File: src/inc/suc_pkg.sv
package suc_pkg;
   // System clock rate; one bit time of IrDA at 115.2 kbps is ~347 cycles
   localparam int unsigned SUC_CLK_HZ = 40_000_000;
   localparam int SUC_DW = 9;          // Widest data field
   localparam int SUC_FW = 13;         // Start + 9 data + parity + 2 stop
   localparam int SUC_RW = 11;         // Received data + parity + stop
   localparam int SUC_SPI_W = 8;       // Master SPI word
   localparam int SUC_PH_W = 16;       // Fractional baud accumulator
   localparam int SUC_TP_W = 16;       // Measured tick period
   localparam int SUC_RXE_W = 12;      // Stored receive entry
   localparam int SUC_FERR_BIT = 9;
   localparam int SUC_PERR_BIT = 10;
   localparam int SUC_OVR_BIT = 11;
   localparam logic [2:0] SUC_OS_LAST = 3'h7;  // Eight ticks per async bit
   localparam logic [2:0] SUC_OS_VOTE = 3'h5;  // Votes on ticks 3, 4, 5
   localparam logic [2:0] SUC_OS_FIRST = 3'h1;
   localparam logic [2:0] SUC_CHSZ_9 = 3'h7;
   localparam logic [3:0] SUC_MIN_BITS = 4'h5;
   localparam logic [3:0] SUC_LEN_9 = 4'h9;
   localparam logic [3:0] SUC_SPI_BITS = 4'h8;
   localparam logic [3:0] SUC_START_STOP = 4'h2;
   localparam logic [3:0] SUC_STOP_BITS = 4'h1;
   localparam logic [1:0] SUC_IR_FILT = 2'h2;  // Clocks a pulse must last
   localparam logic [2:0] SUC_IR_HOLD = 3'h6;  // Ticks a pulse reads as 0

   typedef enum logic [1:0] {SUC_ASYNC, SUC_SYNC_MST, SUC_SYNC_SLV,
      SUC_SPI_MST} suc_mode_t;
   typedef enum logic [1:0] {SUC_IR_316, SUC_IR_FIXED, SUC_IR_OFF} suc_ir_t;
   typedef enum logic [1:0] {SUC_RX_IDLE, SUC_RX_START, SUC_RX_BITS}
      suc_rx_st_t;
   typedef enum logic {SUC_TX_IDLE, SUC_TX_BUSY} suc_tx_st_t;

   // Character size code to data bit count; codes 4 to 6 act as 9 bits
   function automatic logic [3:0] suc_data_len(input logic [2:0] code);
      if (code[2]) begin
         suc_data_len = SUC_LEN_9;
      end else begin
         suc_data_len = SUC_MIN_BITS + {2'b00, code[1:0]};
      end
   endfunction
endpackage

File: src/inc/suc_stream_if.sv
`timescale 1ns/100ps
interface suc_stream_if #(parameter int W = 8);
   logic valid;
   logic ready;
   logic [W-1:0] data;
   modport src (output valid, output data, input ready);
   modport snk (input valid, input data, output ready);
endinterface

File: src/rtl/suc_buf2.sv
`timescale 1ns/100ps
module suc_buf2 #(parameter int W = 8) (
   input wire logic clk,      // System clock
   input wire logic rst,      // Synchronous reset
   input wire logic ce,       // Clock enable
   suc_stream_if.snk up,      // Filling side
   suc_stream_if.src dn       // Draining side
);
   logic [W-1:0] d0;
   logic [W-1:0] d1;
   logic v0;
   logic v1;
   logic rdy;
   logic push;
   logic pop;

   // Ready is a flop; a full buffer refuses even while it drains
   assign push = up.valid & rdy;
   assign pop = v0 & dn.ready;
   assign up.ready = rdy;
   assign dn.valid = v0;
   assign dn.data = d0;

   // Occupancy
   always_ff @(posedge clk) begin
      if (rst) begin
         v0 <= 1'b0;
         v1 <= 1'b0;
         rdy <= 1'b1;
      end else if (ce) begin
         if (pop) begin
            v0 <= v1 | push;
            v1 <= 1'b0;
            rdy <= 1'b1;
         end else if (push) begin
            v0 <= 1'b1;
            v1 <= v0;
            rdy <= ~v0;  // Mirrors the second slot, kept as a flop
         end
      end
   end

   // Storage, head always read from a register
   always_ff @(posedge clk) begin
      if (ce) begin
         if (pop) begin
            d0 <= v1 ? d1 : up.data;
         end else if (push && !v0) begin
            d0 <= up.data;
         end else if (push) begin
            d1 <= up.data;
         end
      end
   end
endmodule

File: src/rtl/suc_usart.sv
`timescale 1ns/100ps
// Behaviour
// A frame carries five to nine data bits and one or two stop bits.
// Synchronous bit clock runs up to half the system clock.
// Asynchronous bit rate runs up to an eighth of the system clock.
// The baud source is a fractional accumulator, any clock will do.
// Odd or even parity is added on send and checked on receive.
// Framing error and overrun are found in hardware, each in its own flag.
// Receive input is majority filtered and false start bits are dropped.
// Transmit complete, data empty and receive complete are separate lines.
// In multiprocessor mode data frames are dropped until addressed.
// Both directions are buffered so frames may follow with no gap.
// Synchronous slave takes its bit clock from the clock pin.
// Master SPI drops start, stop and parity but keeps buffers and baud.
// Master SPI is double buffered, bit order selectable, up to clk/2.
// Infrared pulses are 3/16 bit, an 8-bit fixed width, or off.
// Infrared coding works to 115.2 kbps and filters received pulses.
// The infrared codec can be put in front of this transceiver.
// Error flags travel with their frame until the data are taken.
module suc_usart
   import suc_pkg::*;
(
   input wire logic clk,               // 40 MHz system clock
   input wire logic rst,               // Synchronous reset, high
   input wire logic ce,                // Clock enable, freezes all state
   input wire suc_mode_t mode,         // Async, sync master/slave, SPI
   input wire logic rx_en,             // Receiver enable
   input wire logic tx_en,             // Transmitter enable
   input wire logic [2:0] char_size,   // 0-3: 5-8 bits, 7: 9 bits
   input wire logic two_stop,          // Two stop bits
   input wire logic par_en,            // Parity enable
   input wire logic par_odd,           // Odd parity when set
   input wire logic mpcm,              // Multiprocessor filter
   input wire logic msb_first,         // SPI bit order
   input wire logic [15:0] baud_step,  // Fractional tick increment
   input wire logic ir_on,             // Infrared codec attached
   input wire suc_ir_t ir_mode,        // Pulse scheme
   input wire logic [7:0] ir_width,    // Fixed pulse width, clocks
   input wire logic [8:0] tx_data,     // Word to send
   input wire logic tx_valid,          // Word offered
   output logic tx_ready,              // Buffer can take a word
   output logic [8:0] rx_data,         // Received word
   output logic rx_valid,              // Word waiting
   input wire logic rx_ready,          // Word taken
   output logic rx_ferr,               // Framing error of this word
   output logic rx_perr,               // Parity error of this word
   output logic rx_ovr,                // Frame lost before this word
   output logic irq_txc,               // Transmit complete
   output logic irq_dre,               // Transmit buffer has room
   output logic irq_rxc,               // Receive complete
   input wire logic rxd_in,            // Serial or infrared input
   output logic txd_out,               // Serial or infrared output
   input wire logic xck_in,            // Clock pin input
   output logic xck_out,               // Clock pin output
   output logic xck_oe_n               // Clock pin enable, low drives
);
   logic is_async;
   logic is_spi;
   logic is_master;
   logic [3:0] n;
   logic [SUC_PH_W-1:0] phase;
   logic tick;
   logic [SUC_TP_W-1:0] tp_cnt;
   logic [SUC_TP_W-1:0] tick_per;
   logic xck_r;
   logic xck_prev;
   logic run_clk;
   logic bit_rise;
   logic bit_fall;
   suc_tx_st_t tx_st;
   logic [SUC_FW-1:0] tx_frame;
   logic [SUC_FW-1:0] tx_sr;
   logic [3:0] tx_len;
   logic [3:0] tx_left;
   logic [2:0] tx_os;
   logic tx_bit;
   logic tx_par;
   logic tx_step;
   logic tx_last;
   logic tx_load;
   suc_rx_st_t rx_st;
   logic rx_line;
   logic vote;
   logic bit_val;
   logic [1:0] smp;
   logic [2:0] rx_os;
   logic [3:0] rx_cnt;
   logic [3:0] rx_total;
   logic [SUC_RW-1:0] rx_bits;
   logic [SUC_RW-1:0] rx_cur;
   logic [SUC_DW-1:0] rx_word;
   logic rx_par;
   logic samp_ev;
   logic rx_fin;
   logic ferr;
   logic perr;
   logic addr_bit;
   logic discard;
   logic ovr_pend;
   logic [SUC_TP_W-1:0] ir_cnt;
   logic [SUC_TP_W:0] ir_316;
   logic [SUC_TP_W-1:0] ir_len;
   logic ir_start;
   logic [1:0] ir_hi;
   logic [2:0] ir_hold;
   logic ir_dec;

   suc_stream_if #(.W(SUC_DW)) tx_in ();
   suc_stream_if #(.W(SUC_DW)) tx_out ();
   suc_stream_if #(.W(SUC_RXE_W)) rx_in ();
   suc_stream_if #(.W(SUC_RXE_W)) rx_out ();

   assign is_async = (mode == SUC_ASYNC);
   assign is_spi = (mode == SUC_SPI_MST);
   assign is_master = (mode == SUC_SYNC_MST) || is_spi;
   assign n = suc_data_len(char_size);

   // Transmit path buffer, two words deep
   assign tx_in.valid = tx_valid;
   assign tx_in.data = tx_data;
   assign tx_ready = tx_in.ready;
   assign irq_dre = tx_in.ready;
   assign tx_out.ready = tx_load;
   suc_buf2 #(.W(SUC_DW)) u_tx_buf (
      .clk(clk),
      .rst(rst),
      .ce(ce),
      .up(tx_in),
      .dn(tx_out)
   );

   // Receive path buffer; error bits ride with their word
   assign rx_out.ready = rx_ready;
   assign rx_valid = rx_out.valid;
   assign irq_rxc = rx_out.valid;
   assign rx_data = rx_out.data[SUC_DW-1:0];
   assign rx_ferr = rx_out.data[SUC_FERR_BIT];
   assign rx_perr = rx_out.data[SUC_PERR_BIT];
   assign rx_ovr = rx_out.data[SUC_OVR_BIT];
   suc_buf2 #(.W(SUC_RXE_W)) u_rx_buf (
      .clk(clk),
      .rst(rst),
      .ce(ce),
      .up(rx_in),
      .dn(rx_out)
   );

   // Fractional baud: carry out of the accumulator is the tick
   always_ff @(posedge clk) begin
      if (rst) begin
         phase <= '0;
         tick <= 1'b0;
      end else if (ce) begin
         {tick, phase} <= {1'b0, phase} + {1'b0, baud_step};
      end
   end

   // Tick period in clocks, used to size the 3/16 pulse
   always_ff @(posedge clk) begin
      if (rst) begin
         tp_cnt <= '0;
         tick_per <= '0;
      end else if (ce) begin
         if (tick) begin
            tp_cnt <= '0;
            tick_per <= tp_cnt + 1'b1;
         end else begin
            tp_cnt <= tp_cnt + 1'b1;
         end
      end
   end

   // Bit clock: master toggles per tick, so one bit takes two ticks
   assign run_clk = (mode == SUC_SYNC_MST) || (is_spi && tx_st == SUC_TX_BUSY);
   always_ff @(posedge clk) begin
      if (rst) begin
         xck_r <= 1'b0;
         xck_prev <= 1'b0;
         xck_out <= 1'b0;
         xck_oe_n <= 1'b1;
      end else if (ce) begin
         if (run_clk && tick) begin
            xck_r <= ~xck_r;
         end else if (!run_clk) begin
            xck_r <= 1'b0;
         end
         xck_prev <= xck_in;
         xck_out <= is_master ? xck_r : 1'b0;
         xck_oe_n <= ~is_master;
      end
   end

   // Sample on rising, shift on falling edges of the bit clock
   always_comb begin
      if (is_master) begin
         bit_rise = run_clk & tick & ~xck_r;
         bit_fall = run_clk & tick & xck_r;
      end else begin
         bit_rise = xck_in & ~xck_prev;
         bit_fall = ~xck_in & xck_prev;
      end
   end

   // Frame image, sent from bit 0 upward
   always_comb begin
      tx_frame = '1;
      tx_par = par_odd;
      tx_len = SUC_SPI_BITS;
      if (is_spi) begin
         for (int i = 0; i < SUC_SPI_W; i++) begin
            tx_frame[i] = msb_first ? tx_out.data[SUC_SPI_W-1-i]
               : tx_out.data[i];
         end
      end else begin
         tx_frame[0] = 1'b0;
         for (int i = 0; i < SUC_DW; i++) begin
            if (i < n) begin
               tx_frame[i+1] = tx_out.data[i];
               tx_par = tx_par ^ tx_out.data[i];
            end
         end
         if (par_en) begin
            tx_frame[n+1] = tx_par;
         end
         tx_len = n + SUC_START_STOP + {3'b000, par_en}
            + {3'b000, two_stop};
      end
   end

   assign tx_step = (tx_st == SUC_TX_BUSY) && (is_async
      ? (tick && tx_os == SUC_OS_LAST) : bit_fall);
   assign tx_last = tx_step && (tx_left == '0);
   // Next word loads on the very step that ends the last one
   assign tx_load = tx_en && tx_out.valid
      && (tx_st == SUC_TX_IDLE || tx_last);

   // Transmit shifter
   always_ff @(posedge clk) begin
      if (rst) begin
         tx_st <= SUC_TX_IDLE;
         tx_sr <= '0;
         tx_left <= '0;
         tx_os <= '0;
         tx_bit <= 1'b1;
         irq_txc <= 1'b0;
      end else if (ce) begin
         if (tx_load) begin
            tx_st <= SUC_TX_BUSY;
            tx_bit <= tx_frame[0];
            tx_sr <= tx_frame >> 1;
            tx_left <= tx_len - SUC_STOP_BITS;
            tx_os <= '0;
         end else begin
            if (tick) begin
               tx_os <= tx_os + 1'b1;
            end
            if (tx_last) begin
               tx_st <= SUC_TX_IDLE;
               tx_bit <= 1'b1;
            end else if (tx_step) begin
               tx_bit <= tx_sr[0];
               tx_sr <= tx_sr >> 1;
               tx_left <= tx_left - 1'b1;
            end
         end
         if (tx_last && !tx_load) begin
            irq_txc <= 1'b1;
         end else if (tx_load) begin
            irq_txc <= 1'b0;
         end
      end
   end

   // Receive input and three-sample majority on ticks 3, 4, 5
   assign rx_line = (ir_on && is_async) ? ir_dec : rxd_in;
   assign vote = (smp[1] & smp[0]) | (smp[1] & rx_line)
      | (smp[0] & rx_line);
   assign bit_val = is_async ? vote : rx_line;
   assign samp_ev = is_async ? (tick && rx_os == SUC_OS_VOTE) : bit_rise;
   assign rx_total = is_spi ? SUC_SPI_BITS
      : n + SUC_STOP_BITS + {3'b000, par_en};
   assign rx_fin = (rx_st == SUC_RX_BITS) && samp_ev
      && (rx_cnt == rx_total - SUC_STOP_BITS);

   // Word, parity and stop check from stored bits plus the current one
   always_comb begin
      rx_cur = rx_bits;
      rx_cur[rx_cnt] = bit_val;
      rx_word = '0;
      rx_par = par_odd;
      if (is_spi) begin
         for (int i = 0; i < SUC_SPI_W; i++) begin
            rx_word[i] = msb_first ? rx_cur[SUC_SPI_W-1-i] : rx_cur[i];
         end
      end else begin
         for (int i = 0; i < SUC_DW; i++) begin
            if (i < n) begin
               rx_word[i] = rx_cur[i];
               rx_par = rx_par ^ rx_cur[i];
            end
         end
      end
      perr = !is_spi && par_en && (rx_cur[n] != rx_par);
      ferr = !is_spi && !bit_val;
      addr_bit = rx_cur[n-SUC_STOP_BITS];
      discard = mpcm && !is_spi && !addr_bit;
   end

   assign rx_in.valid = rx_fin && !discard;
   assign rx_in.data = {ovr_pend, perr, ferr, rx_word};

   // Receive state machine
   always_ff @(posedge clk) begin
      if (rst) begin
         rx_st <= SUC_RX_IDLE;
         rx_os <= '0;
         rx_cnt <= '0;
         rx_bits <= '0;
         smp <= '1;
      end else if (ce) begin
         if (tick) begin
            smp <= {smp[0], rx_line};
            rx_os <= rx_os + 1'b1;
         end
         case (rx_st)
            SUC_RX_IDLE: begin
               rx_cnt <= '0;
               if (!rx_en) begin
                  rx_st <= SUC_RX_IDLE;
               end else if (is_spi) begin
                  if (tx_load) begin
                     rx_st <= SUC_RX_BITS;
                  end
               end else if (is_async) begin
                  if (tick && !rx_line) begin
                     rx_st <= SUC_RX_START;
                     rx_os <= SUC_OS_FIRST;
                  end
               end else if (bit_rise && !rx_line) begin
                  rx_st <= SUC_RX_BITS;
               end
            end
            SUC_RX_START: begin
               if (!rx_en || (samp_ev && vote)) begin
                  rx_st <= SUC_RX_IDLE;
               end else if (samp_ev) begin
                  rx_st <= SUC_RX_BITS;
               end
            end
            SUC_RX_BITS: begin
               if (!rx_en || rx_fin) begin
                  rx_st <= SUC_RX_IDLE;
               end else if (samp_ev) begin
                  rx_bits[rx_cnt] <= bit_val;
                  rx_cnt <= rx_cnt + 1'b1;
               end
            end
            default: begin
               rx_st <= SUC_RX_IDLE;
            end
         endcase
      end
   end

   // A frame lost to a full buffer marks the next stored word
   always_ff @(posedge clk) begin
      if (rst) begin
         ovr_pend <= 1'b0;
      end else if (ce) begin
         if (rx_fin && !discard && !rx_in.ready) begin
            ovr_pend <= 1'b1;
         end else if (rx_in.valid && rx_in.ready) begin
            ovr_pend <= 1'b0;
         end
      end
   end

   // Infrared encoder: a zero bit becomes one short high pulse
   assign ir_316 = {1'b0, tick_per} + {tick_per, 1'b0};
   assign ir_len = (ir_mode == SUC_IR_FIXED) ? {8'h00, ir_width}
      : ir_316[SUC_TP_W:1];
   assign ir_start = ir_on && is_async && (ir_mode != SUC_IR_OFF)
      && (tx_load ? !tx_frame[0] : (tx_step && !tx_last && !tx_sr[0]));

   always_ff @(posedge clk) begin
      if (rst) begin
         ir_cnt <= '0;
         txd_out <= 1'b1;
      end else if (ce) begin
         if (ir_start) begin
            ir_cnt <= ir_len;
         end else if (ir_cnt != '0) begin
            ir_cnt <= ir_cnt - 1'b1;
         end
         if (ir_on && is_async && ir_mode != SUC_IR_OFF) begin
            txd_out <= (ir_cnt != '0);
         end else begin
            txd_out <= tx_bit;
         end
      end
   end

   // Infrared decoder: a pulse shorter than the filter is ignored,
   // an accepted one reads as zero for most of a bit
   always_ff @(posedge clk) begin
      if (rst) begin
         ir_hi <= '0;
         ir_hold <= '0;
      end else if (ce) begin
         if (!rxd_in) begin
            ir_hi <= '0;
         end else if (ir_hi != SUC_IR_FILT) begin
            ir_hi <= ir_hi + 1'b1;
         end
         if (rxd_in && ir_hi == SUC_IR_FILT - 2'h1) begin
            ir_hold <= SUC_IR_HOLD;
         end else if (tick && ir_hold != '0) begin
            ir_hold <= ir_hold - 1'b1;
         end
      end
   end
   assign ir_dec = (ir_mode == SUC_IR_OFF) ? rxd_in : (ir_hold == '0);
endmodule

File: config.mk
export PLATFORM = sky130hd
export DESIGN_NAME = suc_usart
export DESIGN_NICKNAME = d
export VERILOG_FILES = /design/src/inc/suc_pkg.sv /design/src/inc/suc_stream_if.sv /design/src/rtl/suc_buf2.sv /design/src/rtl/suc_usart.sv
export SDC_FILE = /design/constraint.sdc
export NUM_CORES = 1
export LEC_CHECK = 0
export ABC_CLOCK_PERIOD_IN_PS = 6600
export BUFFER_PORTS_ARGS = -buffer_cell sky130_fd_sc_hd__buf_2
export CORE_MARGIN = 8
export CORE_UTILIZATION = 40
export DETAILED_ROUTE_END_ITERATION = 16
export PLACE_DENSITY = 0.63
export SYNTH_ARGS = -nofsm -noshare
export SYNTH_HDL_FRONTEND = slang
export SYNTH_SLANG_ARGS = --single-unit
File: constraint.sdc
create_clock -name clk -period 6.6 [get_ports clk]
set_input_delay 1.98 -clock clk [delete_from_list [all_inputs] [get_ports clk]]
set_output_delay 1.98 -clock clk [all_outputs]
set_load 0.03 [all_outputs]
==> impl_metrics.json, run 1 <==
{
  "status": "finished clean",
  "drt_iter0_drc": 612,
  "ios": 75,
  "cp-endpoint": "u_rx_buf.dn.data[5]",
  "r2r_slack_ns": 3.00,
  "nets": 1438,
  "async_reset_ff_frac": 0,
  "io_buffers": 74,
  "fin_crit_sh": 0.8071,
  "yosysWarningCount": 0,
  "grt_use_total": 0.1591,
  "max-clock-path-buffers": 2,
  "drc": 0,
  "crit_start": "char_size[0]",
  "cts.htree.levels": 4,
  "syn_area_mm2": 0.01069,
  "synth_area_leaders": "dfxtp_1 24%, edfxtp_1 12%, ha_1 6.8%, nor2_1 6.2%, a21oi_1 5.0%",
  "rr_endpoint": "u_rx_buf.dn.data[5]",
  "maxCapViolations": 0,
  "ctsRootBufferMaster": "clkbuf_16",
  "hold_violations": 0,
  "yosysUniqueCellTypes": 92,
  "end_kind": "flop",
  "max_freq_mhz": 187.7,
  "dp_hpwl_mm": 18.48,
  "initial_core_util": 0.4022,
  "start_kind": "primary input",
  "grt_pass1_vias": 8787,
  "overflow": 0,
  "dieArea_mm2": 0.03221,
  "grt_max_degree": 96,
  "top_layer": "met5",
  "min_period_ns": 5.327,
  "ant_nets": 0,
  "dr_wl_met2_mm": 11.53,
  "num_rows": 60,
  "ys_seq_area_frac": 0.3540,
  "clock_sink_count": 168,
  "hold_path.class": "flop to flop",
  "critPathRequiredTime_ns": 6.75,
  "vias_per_cell": 5.518,
  "cts_made_buffers": 17,
  "synth_seq_cells": 168,
  "cts_setup_buffers": 0,
  "antenna_found_initial": 2,
  "max-slew-margin-rel": 0.3150,
  "ir_worst_vdd_mv": 0.1332,
  "yosys_most_used_dff": "dfxtp_1",
  "critPathArrivalTime_ns": 5.47,
  "grt_pass1_wl_mm": 43.48,
  "cts_resized": 0,
  "fin_hold_ws_ns": 0.4585,
  "r2r_cells": 12,
  "synth_top_area_share": 0.2360,
  "leakagePower_uw": 0.004677,
  "die_x_um": 179.5,
  "antenna_cells": 0,
  "die_h_um": 179.5,
  "clock_skew_ns": 0.01665,
  "cts.clk_slew.worst_paths_ns": 0.07,
  "dr.pass1.iters": 5,
  "syn_area_per_cell_um2": 8.325,
  "synth_fp_nets": 1400,
  "cts_tree": "done",
  "syn_inst": 1284,
  "r2r_start": "ir_hold[0]",
  "finalSetupViolations": 0,
  "powerDensity_mw_per_mm2": 255.4,
  "vias": 9248,
  "wl_mm": 25.90,
  "crit_type": "primary input to flop",
  "synth_edf_count": 42,
  "place.gp.congestion": 0.8237,
  "clock_latency_ns": 0.44,
  "rsz0062_at_grt": "no",
  "power_uw": 3024,
  "tns_ns": 0,
  "syn_to_final_growth_pct": 10.78,
  "wl_met1_mm": 12.83,
  "wl_per_cell_um": 15.45,
  "final_max_slew_viol_count": 0,
  "cts-hold-fix-buffers": 0,
  "wl_met3_mm": 1.123,
  "worst_slew_pin_slew_ns": 1.028,
  "yosys.area.top_type": "dfxtp_1",
  "core_mm2": 0.02658,
  "path_max_fanout": 12,
  "drive_gt1_frac": 0.1296
}
[synth_stat cells, drive strengths merged (12+ instances only)]
cell type	count
a211oi	32
a21oi	108
a22oi	13
and3	12
buf	19
clkbuf	49
dfxtp	126
edfxtp	42
ha	58
inv	50
mux2	22
mux2i	23
nand2	126
nand2b	16
nand3	29
nor2	179
nor2b	15
nor3	44
o21ai	68
o22ai	13
xnor2	40
xor2	21
[registers in the layout, summed over array words and instances, names as in the netlist, 4 cells and up]
register          count
ir_cnt               16
phase                16
tick_per             16
tp_cnt               16
tx_sr                12
u_rx_buf.d1          12
u_rx_buf.dn.data     12
rx_bits              11
u_tx_buf.d1           9
u_tx_buf.dn.data      9
rx_cnt                4
tx_left               4
[cells by family after synthesis]
family          after synthesis  share of synthesized area
xor+xnor                     63                    0.05502
buf+inv                     119                    0.04682
compound gates              345                     0.2162
mux                          45                    0.04472
simple gates                482                     0.2088
flops                       168                     0.3540
fa+ha+maj                    62                    0.07445
[power breakdown]
part           internal, µW  leakage, µW  switching [µW]
clock                   516     0.000271             466
sequential             1140      0.00141            76.7
combinational           340      0.00299             491
[placed cells by master (no fill, tap or decap), drive strengths merged, types with 11 or more instances in the layout]
cell | netlist | routed
nor2b | 15 | 15
nor3 | 44 | 44
xnor2 | 40 | 40
nand2 | 126 | 126
o21ai | 68 | 68
buf | 19 | 87
mux2i | 23 | 23
mux2 | 22 | 22
a21oi | 108 | 108
dfxtp | 126 | 126
edfxtp | 42 | 42
nor2 | 179 | 179
a22oi | 13 | 13
nor4 | 11 | 11
nand3 | 29 | 29
xor2 | 21 | 21
inv | 50 | 57
clkbuf | 49 | 20
ha | 58 | 58
and3 | 12 | 12
o22ai | 13 | 13
nand2b | 16 | 16
a211oi | 32 | 32
[metrics by stage]
stage          setup slack, ns  utilization  area, µm²  instances
3_5_place_dp            0.7958       0.4244      11280       1644
3_3_place_gp            0.9051       0.4244      11280       1644
4_1_cts                  1.266       0.4456      11840       1676
2_1_floorplan            1.037            -      10690       1284
6_report                 1.273       0.4456      11840       1676
5_1_grt                 0.9250       0.4456      11840       1676
[worst min path at each step]
stage | end | depth (start not counted) | start
finish | tx_sr[10] | 2 | tx_sr[10]
global route | tx_sr[1] | 2 | tx_sr[1]
CTS | tx_sr[1] | 2 | tx_sr[1]
detailed placement | tx_sr[7] | 2 | tx_sr[7]
global placement | tx_sr[8] | 2 | tx_sr[8]
floorplan | u_rx_buf.d1[11] | 0 | ovr_pend
[layer usage]
layer / GRT usage / vias up
met2: 0.2515 / 188
met5: 0 / -
met1: 0.2154 / 4327
li1: - / 4701
met3: 0.03206 / 28
met4: 0.04868 / 4
[cell type report]
class	instances	area [µm²]
Clock buffer	20	457.9
Clock inverter	12	103.9
Fill cell	2639	14730
Inverter	51	193.9
Multi-Input combinational cell	997	6405
Sequential cell	168	3784
Tap cell	341	426.7
Timing Repair Buffer	87	470.5
[worst max-delay path: stages]
cell	delay, ns
buf_2	0.14
ha_1	0.40
nand2_1	0.20
inv_1	0.12
ha_1	0.34
nand3b_1	0.22
xor2_1	0.18
a2111o_1	0.45
a2111oi_0	0.75
nand4_2	0.27
a21oi_1	0.19
buf_4	0.22
Note: power is estimated with default switching activity, not from simulation.
==> run 2, diff against run 1 <==
ABC_CLOCK_PERIOD_IN_PS = 5000   (was 6600)
clock period = 5 ns   (was 6.6 ns; I/O delays follow)
==> run 2 against run 1 <==
  * Non-clock buffer count grew 15
  * Cell area grew 1.2%
  * Worst setup slack lost 0.69 ns
  * Worst hold slack gained 0.0053 ns
  * Global-route usage grew 0.38 points
  * Wire length grew 2.2%
  * Combinational power grew 34%
  * Sequential cell count is the same
  * Clock skew shrank 0.0027 ns
  * Critical path depth grew 5
  * Utilization grew 0.54 points
  * Sequential share of layout area shrank 0.38 points
  * Critical path type unchanged
  * Largest cell class unchanged
==> impl_metrics.json, run 2 (synthesized netlist as in run 1, its figures left out) <==
{
  "grt_pass1_vias": 8838,
  "path_max_fanout": 14,
  "vias_per_cell": 5.510,
  "cts.htree.levels": 4,
  "initial_core_util": 0.4022,
  "grt_max_degree": 50,
  "antenna_cells": 0,
  "clock_latency_ns": 0.44,
  "final_common_cell": "nor2_1",
  "power_uw": 3995,
  "slowest_stage": "o21a_1",
  "core_mm2": 0.02658,
  "critPathMaxStageDelay_ns": 0.53,
  "status": "finished clean",
  "dpl_worst_slack_ns": 0.1940,
  "cts_made_buffers": 17,
  "hold_violations": 0,
  "drive_gt1_frac": 0.1415,
  "fin_ws_ns": 0.5871,
  "crit_chain": "buf_2 > ha_1 > nand2_1 > inv_1 > ha_1 > inv_1 > ha_1 > nand2b_1 > xnor2_1 > xnor2_1 > xnor3_2 > nor4b_4 > o31ai_4 > o21a_1 > o21ai_0 > a21oi_1 > nor2_1",
  "layout_common_cells": "177 x nor2_1, 126 x nand2_1, 126 x dfxtp_1",
  "nFillCells": 2694,
  "ir_worst_vdd_mv": 0.2332,
  "dp_hpwl_mm": 19.32,
  "power_frac_seq": 0.400,
  "cts_setup_buffers": 0,
  "critPathArrivalTime_ns": 4.72,
  "holdPathStages": 2,
  "clock_sink_count": 168,
  "min_period_ns": 4.413,
  "sw_frac_of_total": 0.3451,
  "max-clock-path-buffers": 2,
  "rsz0062_at_grt": "no",
  "drt_iter0_drc": 506,
  "powerDensity_mw_per_mm2": 333.4,
  "cts_resized": 0,
  "critPathBufInv": 3,
  "ctsRootBufferMaster": "clkbuf_16",
  "p_clk_frac": 0.322,
  "tns_ns": 0,
  "dieArea_mm2": 0.03221,
  "critPathRequiredTime_ns": 5.30,
  "overflow": 0,
  "crit_family": "compound AO/OA/AOI/OAI gates",
  "start_kind": "primary input",
  "nets": 1453,
  "cts_tree": "done",
  "vias": 9318,
  "max_freq_mhz": 226.6,
  "place.gp.congestion": 0.8558,
  "maxCapViolations": 0,
  "crit_type": "primary input to flop",
  "ios": 75,
  "worst_slew_pin_slew_ns": 0.7453,
  "ant_nets": 0,
  "leakagePower_uw": 0.004760,
  "cts-hold-fix-buffers": 0,
  "r2r_cells": 12,
  "combPwrFrac": 0.278,
  "syn_to_final_growth_pct": 12.13,
  "dr.pass1.iters": 5,
  "finalSetupViolations": 0,
  "cp.depth": 17,
  "grt_use_total": 0.1630,
  "power_switching_uw": 1379,
  "end_kind": "flop",
  "drc": 0,
  "cts.clk_slew.worst_paths_ns": 0.07,
  "antenna_found_initial": 2,
  "num_rows": 60,
  "wl_per_cell_um": 15.65,
  "max-slew-margin-rel": 0.4989,
  "clock_skew_ns": 0.01394,
  "wl_mm": 26.47,
  "p_int_uw": 2616,
  "die_h_um": 179.5,
  "io_buffers": 74,
  "hold_path.class": "flop to flop",
  "crit_top_cell": "ha_1",
  "final_max_slew_viol_count": 0,
  "grt_pass1_wl_mm": 44.61,
  "die_x_um": 179.5,
  "fin_crit_sh": 0.8826
}
## run 2: layer usage
layer,GRT usage,part of all wire,vias to the layer above
met5,0,0.00068,-
met4,0.04768,0.015,4
met3,0.02843,0.038,34
met2,0.2555,0.45,179
met1,0.2258,0.50,4372
li1,-,-,4729
## run 2: final timing paths
path | start | endpoint | slack (ns)
worst max-delay path | char_size[0] | ir_cnt[3] | 0.59
worst min-delay path | tx_sr[9] | tx_sr[9] | 0.46
worst min register to register | tx_sr[9] | tx_sr[9] | 0.46
worst max register to register | ir_hold[0] | u_rx_buf.dn.data[10] | 1.63
## run 2: through the flow
step | instances | area, µm² | util | hold WS (ns)
after detailed placement | 1659 | 11420 | 0.4298 | 0.4470
after CTS | 1691 | 11990 | 0.4510 | 0.4603
after global placement | 1659 | 11420 | 0.4298 | 0.4377
final | 1691 | 11990 | 0.4510 | 0.4638
after floorplan | 1284 | 10700 | - | 0.4239
after global routing | 1691 | 11990 | 0.4510 | 0.4727
## run 2: power by group through the flow
stage / Sequential, µW / Clock, µW / Combinational, µW
3_5_place_dp: 1630 / 0 / 1100
4_1_cts: 1600 / 1320 / 1110
6_report: 1600 / 1290 / 1110
5_1_grt: 1610 / 1370 / 1280
2_1_floorplan: 1600 / 0 / 891
3_3_place_gp: 1620 / 0 / 1080
## run 2: final cells by class
type | instances | area (µm²) | area share
clock buffers | 18 | 429.2 | 0.03581
well taps | 341 | 426.7 | 0.03560
repair buffers | 102 | 608.1 | 0.05074
clock inverters | 14 | 132.6 | 0.01107
flip-flops and latches | 168 | 3784 | 0.3157
multi-input cells | 997 | 6411 | 0.5349
inverters | 51 | 193.9 | 0.01618
## run 2: worst register-to-register path: stages (launching register included)
cell and delay (ns):
dfxtp_1 0.31, inv_1 0.11, ha_1 0.20, nor2b_1 0.26, nand4_2 0.19, a21oi_4 0.34
nor2_1 0.20, o21ai_1 0.28, a311o_1 0.21, a22oi_1 0.10, a211oi_1 0.24, xnor3_1 0.47
a41o_1 0.24
==> run 3, diff against run 2 <==
PLACE_DENSITY = 0.66   (was 0.63)
==> run 3 against run 2 <==
  * Worst setup slack worse by 0.21 ns
  * Combinational power hardly changed
  * Clock power is 9% higher
  * Register-to-register slack worse by 0.03 ns
  * Non-clock buffer count stayed put
  * First-iteration DRC count is 9.9% higher
  * Sequential cell count stayed put
  * Via count is 0.33% higher
==> impl_metrics.json, run 3 (synthesized netlist as in run 1, its figures left out) <==
{
  "layout_common_cells": "177 x nor2_1, 126 x nand2_1, 126 x dfxtp_1",
  "place.gp.congestion": 0.8929,
  "wl_per_cell_um": 15.25,
  "critPathRequiredTime_ns": 5.15,
  "cts_tree": "done",
  "post-route-util": 0.4525,
  "dr.pass1.iters": 5,
  "grt_use_total": 0.1569,
  "min_period_ns": 4.627,
  "cts-hold-fix-buffers": 0,
  "ctsRootBufferMaster": "clkbuf_16",
  "initial_core_util": 0.4022,
  "crit_family": "compound AO/OA/AOI/OAI gates",
  "r2r_start": "tick",
  "ant_nets": 0,
  "max_freq_mhz": 216.1,
  "fin_crit_sh": 0.9253,
  "num_rows": 60,
  "grt_pass1_wl_mm": 43.13,
  "start_kind": "primary input",
  "slowest_stage": "a2111oi_0",
  "core_mm2": 0.02658,
  "crit_type": "primary input to flop",
  "r2r_cells": 8,
  "end_kind": "flop",
  "leakagePower_uw": 0.004783,
  "dpl_worst_slack_ns": 0.05251,
  "crit_start": "char_size[0]",
  "clock_sink_count": 168,
  "ir_worst_vdd_mv": 0.1691,
  "ios": 75,
  "vias": 9349,
  "cts.htree.levels": 4,
  "clock_latency_ns": 0.44,
  "r2r_slack_ns": 1.60,
  "antenna_cells": 0,
  "antenna_found_initial": 3,
  "powerDensity_mw_per_mm2": 341.5,
  "path_max_fanout": 11,
  "io_buffers": 74,
  "crit_chain": "buf_2 > ha_1 > nand2_1 > inv_1 > ha_1 > nand3b_1 > xor2_1 > a2111o_1 > a2111oi_0 > buf_4 > nand4_2 > nor2b_2 > buf_12",
  "critPathMaxStageDelay_ns": 0.62,
  "vias_per_cell": 5.529,
  "drt_iter0_drc": 556,
  "dp.cells": 1659,
  "cts_resized": 0,
  "maxCapViolations": 0,
  "cts_made_buffers": 17,
  "max-slew-margin-rel": 0.4564,
  "critPathBufInv": 4,
  "drive_gt1_frac": 0.1415,
  "max-clock-path-buffers": 2,
  "cts.clk_slew.worst_paths_ns": 0.07,
  "drc": 0,
  "dp_hpwl_mm": 18.74,
  "syn_to_final_growth_pct": 12.51,
  "die_x_um": 179.5,
  "cp-endpoint": "u_rx_buf.d1[7]",
  "grt_pass1_vias": 8646,
  "die_h_um": 179.5,
  "hold_path.class": "flop to flop",
  "status": "finished clean",
  "hold_violations": 0,
  "worst_slew_pin_slew_ns": 0.8146,
  "rsz0062_at_grt": "no",
  "grt_max_degree": 70,
  "fin_hold_ws_ns": 0.4538,
  "cp.depth": 13,
  "dieArea_mm2": 0.03221,
  "cts_setup_buffers": 0,
  "final_max_slew_viol_count": 0,
  "nets": 1453,
  "crit_top_cell": "ha_1",
  "finalSetupViolations": 0,
  "overflow": 0,
  "tns_ns": 0,
  "wl_mm": 25.79,
  "final_common_cell": "nor2_1",
  "clock_skew_ns": 0.01321,
  "fin_ws_ns": 0.3733,
  "instances_no_fill": 1691,
  "rr_endpoint": "u_rx_buf.d1[7]",
  "critPathArrivalTime_ns": 4.78
}
-- run 3: stage by stage --
step / total power (µW) / area [µm²]
2_1_floorplan: 2492 / 10700
3_3_place_gp: 2703 / 11410
3_5_place_dp: 2719 / 11410
4_1_cts: 4135 / 12030
5_1_grt: 4348 / 12030
6_report: 4108 / 12030
-- run 3: tightest hold or removal path, stage by stage, from the launching register on --
cell and delay, ns:
dfxtp_1 0.31, nand2_1 0.05, a21oi_1 0.05
-- run 3: cell type report --
type,instances,area [µm²]
Fill cell,2587,14550
Sequential cell,168,3784
Clock inverter,14,186.4
Timing Repair Buffer,102,595.6
Multi-Input combinational cell,997,6411
Clock buffer,18,429.2
Tap cell,341,426.7
Inverter,51,193.9
-- run 3: worst min-delay path by stage --
stage                     slack, ns       from         endpoint  depth (start not counted)
after floorplan                0.42   ovr_pend  u_rx_buf.d1[11]                          0
after global placement         0.44  tx_sr[10]        tx_sr[10]                          2
after detailed placement       0.44   tx_sr[8]         tx_sr[8]                          2
after CTS                      0.45   tx_sr[8]         tx_sr[8]                          2
after global routing           0.47   tx_sr[8]         tx_sr[8]                          2
final                          0.45   tx_sr[8]         tx_sr[8]                          2
-- run 3: metal layers --
layer	vias up	share of wire	track usage	wire length, µm
met1	4353	0.49	0.2122	12700
li1	4733	-	-	-
met2	221	0.45	0.2485	11580
met4	6	0.013	0.05035	331
met5	-	0.0013	0	34
met3	36	0.045	0.03004	1150
-- run 3: power breakdown --
group / internal (µW) / switching (µW)
clock network: 803 / 600
logic: 461 / 646
registers: 1500 / 97.8
total: 2760 / 1340
